$ cat src/hdl/ccis_pkg.sv
// Behaviour
// - Select field routes UART: none, external, internal
// - Select write never starts card activation
// - Bypass bit drives line from line control
// - Cause read clears timeout, event, supply, done
// - Causes follow the selected interface only
// - Timeout cause on ATR or wait timeout
// - Sync mode: timeout cause at bit-count end
// - Card change cause on detect edge or fault
// - Card change works with card clock stopped
// - Supply timer expiry sets cause, read clears
// - Rx available follows FIFO not-empty level
// - Bypass: rx available on line falling edge
// - Tx level cause on flag set, tx-read clears
// - Tx done per byte, not T0 break end
// - Tx fault on break or underrun, tx-read clears
// - Rx fault on overrun or parity, rx-read clears
// - Enable bit one lets its cause interrupt
// - Masked cause still sets its status bit
// - Enable bits align with cause bit positions
package ccis_pkg;

   // ------------------------------------------------------------
   // Register map
   // ------------------------------------------------------------
   localparam logic [15:0] ADDR_SEL = 16'hFE00;
   localparam logic [15:0] ADDR_CAUSE = 16'hFE01;
   localparam logic [15:0] ADDR_EN = 16'hFE02;
   localparam logic [7:0] RST_SEL = 8'h00;
   localparam logic [7:0] RST_CAUSE = 8'h00;
   localparam logic [7:0] RST_EN = 8'h00;
   localparam logic [7:0] SEL_WMASK = 8'h0E; // Only bits 3..1 exist

   // ------------------------------------------------------------
   // Field positions
   // ------------------------------------------------------------
   localparam int SEL_CHOICE_HI = 3;
   localparam int SEL_CHOICE_LO = 2;
   localparam int SEL_BYPASS = 1;
   localparam int CB_TIMEOUT = 7;
   localparam int CB_CARD = 6;
   localparam int CB_SUPPLY = 5;
   localparam int CB_RXAV = 4;
   localparam int CB_TXLVL = 3;
   localparam int CB_TXDONE = 2;
   localparam int CB_TXFLT = 1;
   localparam int CB_RXFLT = 0;
   localparam logic [1:0] CHOICE_NONE = 2'h0;
   localparam logic [1:0] CHOICE_EXT = 2'h1;

   // ------------------------------------------------------------
   // Carriers
   // ------------------------------------------------------------
   // Event and flag bundle from one card interface
   typedef struct packed {
      logic sync_mode;        // Synchronous card mode
      logic timeout;          // ATR or wait timeout pulse
      logic bit_count_end;    // Bit-length counter at terminal value
      logic fault;            // Interface fault pulse
      logic supply_seq_timer; // Supply timer expiry pulse
      logic rx_not_empty;     // Receive FIFO holds data (level)
      logic tx_empty_flag;    // Level
      logic tx_full_flag;     // Level
      logic byte_sent;        // Byte or checksum byte sent pulse
      logic t0_mode;          // Character protocol active
      logic break_det_en;     // Break detection enabled
      logic break_end;        // Break ended the byte just sent
      logic break_seen_flag;  // Level
      logic tx_underrun_flag; // Level
      logic rx_overrun_flag;  // Level
      logic rx_parity_err;    // Level
   } ccis_evt_t;

   // One card data line drive; oe_n low means driven
   typedef struct packed {
      logic data;
      logic oe_n;
   } ccis_drive_t;

   // All state of the top module
   typedef struct packed {
      logic [7:0] sel;
      logic [7:0] cause;
      logic [7:0] en;
      logic [7:0] rdata;
      logic irq;
      logic cd_s1;
      logic cd_s2;
      logic cd_prev;
      logic il_s1;
      logic il_s2;
      logic el_s1;
      logic el_s2;
      logic line_prev;
      logic [3:0] flag_prev; // Empty, full, tx fault, rx fault
      ccis_drive_t int_drive;
      ccis_drive_t ext_drive;
      logic route_int;
      logic route_ext;
   } ccis_state_t;

endpackage

$ cat src/hdl/ccis_top.sv
`timescale 1ns/10ps
module ccis_top
   import ccis_pkg::*;
(
   input wire logic i_clk,
   input wire logic i_resetn,
   input wire logic i_ce,
   input wire logic [15:0] i_sfr_addr,
   input wire logic i_sfr_wr,
   input wire logic i_sfr_rd,
   input wire logic [7:0] i_sfr_wdata,
   output logic [7:0] o_sfr_rdata,
   input wire logic i_tx_ctrl_rd,
   input wire logic i_rx_ctrl_rd,
   input wire ccis_evt_t i_int_evt,
   input wire ccis_evt_t i_ext_evt,
   input wire logic i_card_detect_input,
   input wire logic i_int_card_line,
   input wire logic i_ext_card_line,
   input wire ccis_drive_t i_uart_drive,
   input wire ccis_drive_t i_int_ctrl_drive,
   input wire ccis_drive_t i_ext_ctrl_drive,
   output ccis_drive_t o_int_drive,
   output ccis_drive_t o_ext_drive,
   output logic o_route_int,
   output logic o_route_ext,
   output logic o_bypass,
   output logic o_card_irq
);

   // ------------------------------------------------------------
   // Decode helpers
   // ------------------------------------------------------------
   // Internal slot owns the UART for choice 1X
   function automatic logic choice_int(input logic [1:0] c);
      choice_int = c[1];
   endfunction

   // External companion owns the UART for choice 01 only
   function automatic logic choice_ext(input logic [1:0] c);
      choice_ext = (c == CHOICE_EXT);
   endfunction

   // ------------------------------------------------------------
   // Signals
   // ------------------------------------------------------------
   ccis_state_t q;         // Registered state
   ccis_state_t d;         // Next state
   ccis_evt_t evt;         // Events of the chosen interface
   logic [1:0] choice;     // Current interface choice
   logic is_int;           // Internal slot chosen
   logic is_ext;           // External companion chosen
   logic any_if;           // Some interface chosen
   logic bypass;           // UART bypassed
   logic rd_cause;         // Cause register read this cycle
   logic [7:0] set_vec;    // Cause bits set this cycle
   logic [7:0] clr_vec;    // Cause bits cleared this cycle
   logic line_now;         // Synchronised line of chosen interface
   logic line_fall;        // Falling edge on that line
   logic card_edge;        // Card detect changed level
   logic [3:0] flag_now;   // Level flags watched for rising edges
   logic [3:0] flag_rise;  // Rising edges of those flags

   // ------------------------------------------------------------
   // Next-state logic
   // ------------------------------------------------------------
   always_comb begin
      d = q;
      choice = q.sel[SEL_CHOICE_HI:SEL_CHOICE_LO];
      is_int = choice_int(choice);
      is_ext = choice_ext(choice);
      any_if = (choice != CHOICE_NONE);
      bypass = q.sel[SEL_BYPASS];
      rd_cause = i_sfr_rd && (i_sfr_addr == ADDR_CAUSE);

      // Only the chosen interface feeds the cause bits
      if (is_int) begin
         evt = i_int_evt;
      end else if (is_ext) begin
         evt = i_ext_evt;
      end else begin
         evt = '0;
      end

      // Two-flop synchronisers for every pin
      d.cd_s1 = i_card_detect_input;
      d.cd_s2 = q.cd_s1;
      d.cd_prev = q.cd_s2;
      d.il_s1 = i_int_card_line;
      d.il_s2 = q.il_s1;
      d.el_s1 = i_ext_card_line;
      d.el_s2 = q.el_s1;

      // Edge detection works only from the second flop onward
      line_now = is_int ? q.il_s2 : q.el_s2;
      d.line_prev = line_now;
      line_fall = q.line_prev && !line_now;
      // Detect path has no card clock gating; the clock enable still freezes it
      card_edge = is_int && (q.cd_s2 != q.cd_prev);
      flag_now = {evt.tx_empty_flag, evt.tx_full_flag,
                  evt.break_seen_flag || evt.tx_underrun_flag,
                  evt.rx_overrun_flag || evt.rx_parity_err};
      d.flag_prev = flag_now;
      // Flags are levels; edges keep a held flag from re-setting
      flag_rise = flag_now & ~q.flag_prev;

      // Set sources
      set_vec = 8'h00;
      // Async timeouts, or bit-count end in sync mode
      set_vec[CB_TIMEOUT] = evt.sync_mode ? evt.bit_count_end
                                          : evt.timeout;
      set_vec[CB_CARD] = card_edge || evt.fault;
      set_vec[CB_SUPPLY] = evt.supply_seq_timer;
      set_vec[CB_RXAV] = bypass && any_if && line_fall;
      set_vec[CB_TXLVL] = flag_rise[3] || flag_rise[2];
      // A break at the end of a character-mode byte cancels done
      set_vec[CB_TXDONE] = evt.byte_sent &&
         !(evt.t0_mode && evt.break_det_en && evt.break_end);
      set_vec[CB_TXFLT] = flag_rise[1];
      set_vec[CB_RXFLT] = flag_rise[0];

      // Clear sources
      clr_vec = 8'h00;
      clr_vec[CB_TIMEOUT] = rd_cause;
      clr_vec[CB_CARD] = rd_cause;
      clr_vec[CB_SUPPLY] = rd_cause;
      clr_vec[CB_TXDONE] = rd_cause;
      clr_vec[CB_TXLVL] = i_tx_ctrl_rd;
      clr_vec[CB_TXFLT] = i_tx_ctrl_rd;
      clr_vec[CB_RXFLT] = i_rx_ctrl_rd;
      // Bypass has no FIFO to drain, so a cause read clears it
      clr_vec[CB_RXAV] = bypass && rd_cause;

      // Sticky bits; a set in the clearing cycle wins
      // Enable bits never gate this update
      d.cause = (q.cause & ~clr_vec) | set_vec;
      // Outside bypass the bit mirrors the FIFO level
      if (!bypass) begin
         d.cause[CB_RXAV] = evt.rx_not_empty;
      end

      // Register writes
      if (i_sfr_wr) begin
         case (i_sfr_addr)
            // Steering only; supply control alone starts activation
            ADDR_SEL: d.sel = i_sfr_wdata & SEL_WMASK;
            ADDR_EN: d.en = i_sfr_wdata;
            default: ; // Cause bits are not writable
         endcase
      end

      // Read data, held until the next read
      if (i_sfr_rd) begin
         case (i_sfr_addr)
            ADDR_SEL: d.rdata = q.sel;
            ADDR_CAUSE: d.rdata = q.cause;
            ADDR_EN: d.rdata = q.en;
            default: d.rdata = 8'h00; // Unmapped reads as zero
         endcase
      end

      // Enable bit n passes cause bit n
      d.irq = |(q.cause & q.en);

      // UART routing flags
      d.route_int = is_int;
      d.route_ext = is_ext;

      // Line drive; an unchosen interface is released
      d.int_drive = '{data: 1'h1, oe_n: 1'h1};
      d.ext_drive = '{data: 1'h1, oe_n: 1'h1};
      if (is_int) begin
         d.int_drive = bypass ? i_int_ctrl_drive : i_uart_drive;
      end
      if (is_ext) begin
         d.ext_drive = bypass ? i_ext_ctrl_drive : i_uart_drive;
      end
   end

   // ------------------------------------------------------------
   // State register
   // ------------------------------------------------------------
   // The clock enable freezes every flop, synchronisers included
   always_ff @(posedge i_clk or negedge i_resetn) begin
      if (!i_resetn) begin
         q <= '0;
         q.sel <= RST_SEL;
         q.cause <= RST_CAUSE;
         q.en <= RST_EN;
         q.cd_s1 <= 1'h0;
         q.int_drive <= '{data: 1'h1, oe_n: 1'h1};
         q.ext_drive <= '{data: 1'h1, oe_n: 1'h1};
      end else if (i_ce) begin
         q <= d;
      end
   end

   // ------------------------------------------------------------
   // Outputs
   // ------------------------------------------------------------
   assign o_sfr_rdata = q.rdata;
   assign o_card_irq = q.irq;
   assign o_route_int = q.route_int;
   assign o_route_ext = q.route_ext;
   assign o_bypass = q.sel[SEL_BYPASS];
   assign o_int_drive = q.int_drive;
   assign o_ext_drive = q.ext_drive;
endmodule

$ cat config.mk
export PLATFORM = sky130hd
export DESIGN_NAME = ccis_top
export DESIGN_NICKNAME = d
export VERILOG_FILES = /design/src/hdl/ccis_pkg.sv /design/src/hdl/ccis_top.sv
export SDC_FILE = /design/constraint.sdc
export NUM_CORES = 1
export LEC_CHECK = 0
export ABC_CLOCK_PERIOD_IN_PS = 2700
export BUFFER_PORTS_ARGS = -buffer_cell sky130_fd_sc_hd__buf_2
export CAP_MARGIN = 15
export CORE_UTILIZATION = 35
export CTS_CLUSTER_SIZE = 28
export DETAILED_ROUTE_END_ITERATION = 16
export GPL_ROUTABILITY_DRIVEN = 0
export PLACE_DENSITY = 0.73
export SETUP_SLACK_MARGIN = 0.3
export SLEW_MARGIN = 10
export SYNTH_ARGS = -nofsm -noshare
export SYNTH_HDL_FRONTEND = slang
export SYNTH_SLANG_ARGS = --single-unit
$ cat constraint.sdc
create_clock -name i_clk -period 2.7 [get_ports i_clk]
set_input_delay 0.135 -clock i_clk [delete_from_list [all_inputs] [get_ports i_clk]]
set_output_delay 0.135 -clock i_clk [all_outputs]
set_load 0.02 [all_outputs]
==> qor.csv <==
stage,metric,value,unit
power,worst IR drop on VDD,0.234,mV
floorplanning,Die ar.,6810,µm²
synth,sequential area share after synthesis,0.509,
final_layout,Multi-input gate area,948,µm²
sta,Least-Margin Pin Slew,991,ps
routing,initial drt markers,125,
power,Sw Pwr,0.307,mW
worst_setup_path,critical path launch point type,primary input,
outcome,failing checks,hold timing,
clocking,CTS tree,yes,
power,clock network power share,0.375,
outcome,status,"finished, violations left",
routing,DRT antenna net count,0,
grt,pin count of the biggest net entering global routing,47,
worst_setup_path,critical path endpoint category,flop,
place,IO buf count,87,
synth,Post-synth EDFFs,0,
floorplanning,Top Ports,88,
clocking,clock net sink count,46,
clocking,# Post-CTS Setup Buffers,0,
hold_path,Min-Delay Path Class,primary input to asynchronous set/reset pin,
synth,Yosys reg bits,46,
routing,routed length per instance,14.5,µm
final_layout,# diodes,0,
synth,mapped cell area,2270,µm²
worst_setup_path,Crit Path Max Fanout,13,
power,Logic pwr share,0.094,
grt,initial antenna violation count,0,
synth,Unique masters post-synth,38,
floorplanning,core area,6100,µm²
floorplanning,num rows,28,
clocking,TritonCTS buffer count,5,
clocking,CTS Root Cell,clkbuf_8,
floorplanning,Die Ht,82.5,µm
synth,YS warnings,0,
power,Cell Pwr Density,487,nW/µm²
sta,slew margin rel.,0.340,
synth,asr flop ratio synth,1.00,
grt,global-route wire length before repair,8.26,mm
sta,clock skew,7.60,ps
power,Seq pwr share,0.531,
sta,"Min Clock Period, post-route",1760,ps
routing,vias per cell,5.07,
floorplanning,Die Wd,82.5,µm
worst_setup_path,Reg-to-Reg End,q[38],
place,Post-DP Area,2670,µm²
routing,WL final,5.19,mm
grt,grt total ovfl,0,
sta,final period utilization,0.651,
worst_setup_path,Worst Reg-to-Reg Cells,4,
synth,syn avg cell area,10.8,µm²
clocking,Worst-Skew Late Latency,300,ps
final_layout,nets@finish,353,
floorplanning,initial core utilization,0.372,
power,internal power,1.05,mW
place,Post-DP HPWL,3.97,mm
sta,# setup viols final,0,
grt,vias in the first global route,1702,
final_layout,Synth-to-Final Area Change,22.5,%
grt,Total GRT Usage,0.164,
sta,Max Clock Freq,569,MHz
final_layout,share of layout cells above drive strength 1,0.433,
clocking,CTS max path bufs,2,
routing,DR pass1 iterations,4,
synth,syn_nets,282,
clocking,Clock transition at path regs,90,ps
power,Sw Share,0.227,
worst_setup_path,worst path arrival time,1950,ps
routing,DRC errors left,0,
routing,DR vias,1810,
sta,TNS Setup,0,ps
synth,top_reg_cell synth,dfrtp_1,
synth,Post-Syn Instances,210,
final_layout,fin area,2780,µm²
clocking,H-tree levels,2,
worst_setup_path,worst path required time,2890,ps
worst_setup_path,"Worst Path Class, Setup",primary input to flop,
clocking,Post-CTS Resized,0,
final_layout,sequential cell area,1160,µm²
worst_setup_path,Reg2Reg Setup Slack,1030,ps
final_layout,Fillers,607,
sta,Final Hold Fails,13,
sta,Max Slew Vio Count,0,
clocking,number of hold buffers added after CTS,0,
power,Leak,1.35,nW
worst_setup_path,RR Startpoint,choice[1],
job,max-cap viol count,0,
sta,RSZ-0062 raised after global routing,false,
sta,hold_ws,-6.75,ps
-- sequential cells by signal (all words and copies together) (netlist names) --
signal       cells
choice           2
d                4
o_bypass         1
o_card_irq       1
o_ext_drive      2
o_int_drive      2
o_route_ext      1
o_route_int      1
o_sfr_rdata      8
q               24
-- worst max path at each step --
stage	endpoint	start	slack, ps
global placement	q[28]	i_sfr_addr[7]	670
detailed placement	q[29]	i_sfr_addr[7]	600
floorplan	q[37]	i_sfr_addr[7]	1090
CTS	q[29]	i_sfr_addr[7]	920
global route	q[38]	choice[1]	870
finish	q[29]	i_sfr_addr[7]	940
-- layer usage --
layer  track usage  part of all wire  vias to the layer above
met3        0.0385             0.082                        5
met5             0                 0                        -
met4        0.0448            0.0085                        0
met2         0.250              0.46                       77
met1         0.232              0.45                      843
li1              -                 -                      885
-- area by class of cell --
type                       count  share of cell area
clock buffer                   6              0.0261
tap                           75              0.0337
timing repair buffer          88               0.159
multi-input combinational    132               0.341
inverter                       8              0.0108
clock inverter                 2              0.0135
sequential                    46               0.416
-- worst max-delay path: stages --
cell     delay, ps
buf_2          100
nor4b_2        290
nand4_2        370
nor4_4         640
mux2_2         410
-- per-stage QoR --
stage,total power [mW],utilization,setup WS (ps),hold WS [ps],instances
6_report,1.35,0.456,943,-6.75,357
5_1_grt,1.41,0.456,874,53.7,357
4_1_cts,1.37,0.456,923,29.7,357
3_5_place_dp,0.862,0.438,603,364,349
3_3_place_gp,0.859,0.438,669,355,349
2_1_floorplan,0.785,-,1090,-161,210
-- cells by family after synthesis --
kind of cell | Yosys count | synth area share
AOI/OAI and AO/OA | 52 | 0.160
and+or+nand+nor | 51 | 0.121
DFF | 46 | 0.509
buffers and inverters | 32 | 0.0728
muxes | 28 | 0.133
xor gates and xnor gates | 1 | 0.00386
-- synth_stat cells (2+ instances only) --
master / count / area, µm²
a31oi_1: 4 / 25.0
mux2_2: 17 / 191
nand2_1: 20 / 75.1
a22oi_1: 6 / 45.0
nand3_1: 2 / 10.0
buf_1: 3 / 11.3
o21ai_0: 10 / 50.1
a221oi_1: 2 / 17.5
a21oi_1: 7 / 35.0
dfstp_2: 4 / 105
nor2b_1: 3 / 18.8
o211ai_1: 2 / 15.0
a22o_1: 2 / 17.5
o22a_1: 2 / 17.5
inv_1: 8 / 30.0
buf_4: 12 / 90.1
o31ai_1: 8 / 60.1
dfrtp_1: 42 / 1050
mux2i_1: 10 / 100
nor2_1: 17 / 63.8
and4b_1: 2 / 20.0
clkbuf_1: 9 / 33.8
a221o_1: 2 / 20.0
a32oi_1: 2 / 17.5
-- layout by cell type, fill, tap and decap left out, drive strengths merged, types with 2 or more instances in the layout --
cell,Yosys,final
nand2,20,20
a22o,2,2
o211ai,2,2
mux2i,10,10
a31oi,4,4
mux2,18,18
dfrtp,42,42
nor2,17,17
a21oi,7,7
a32oi,2,2
a221o,2,2
nor2b,3,3
o22a,2,2
o31ai,8,8
a22oi,6,6
o21ai,10,10
clkbuf,9,6
inv,8,8
buf,15,88
dfstp,4,4
a221oi,2,2
and4b,2,2
nand3,2,2
-- power groups by stage --
stage,Sequential (mW),Combinational (mW),Clock [mW]
global placement,0.732,0.127,0
finish,0.719,0.127,0.508
CTS,0.720,0.129,0.519
global route,0.723,0.141,0.550
floorplan,0.731,0.0538,0
detailed placement,0.733,0.129,0
No activity file was read; power rests on OpenSTA's default activity.
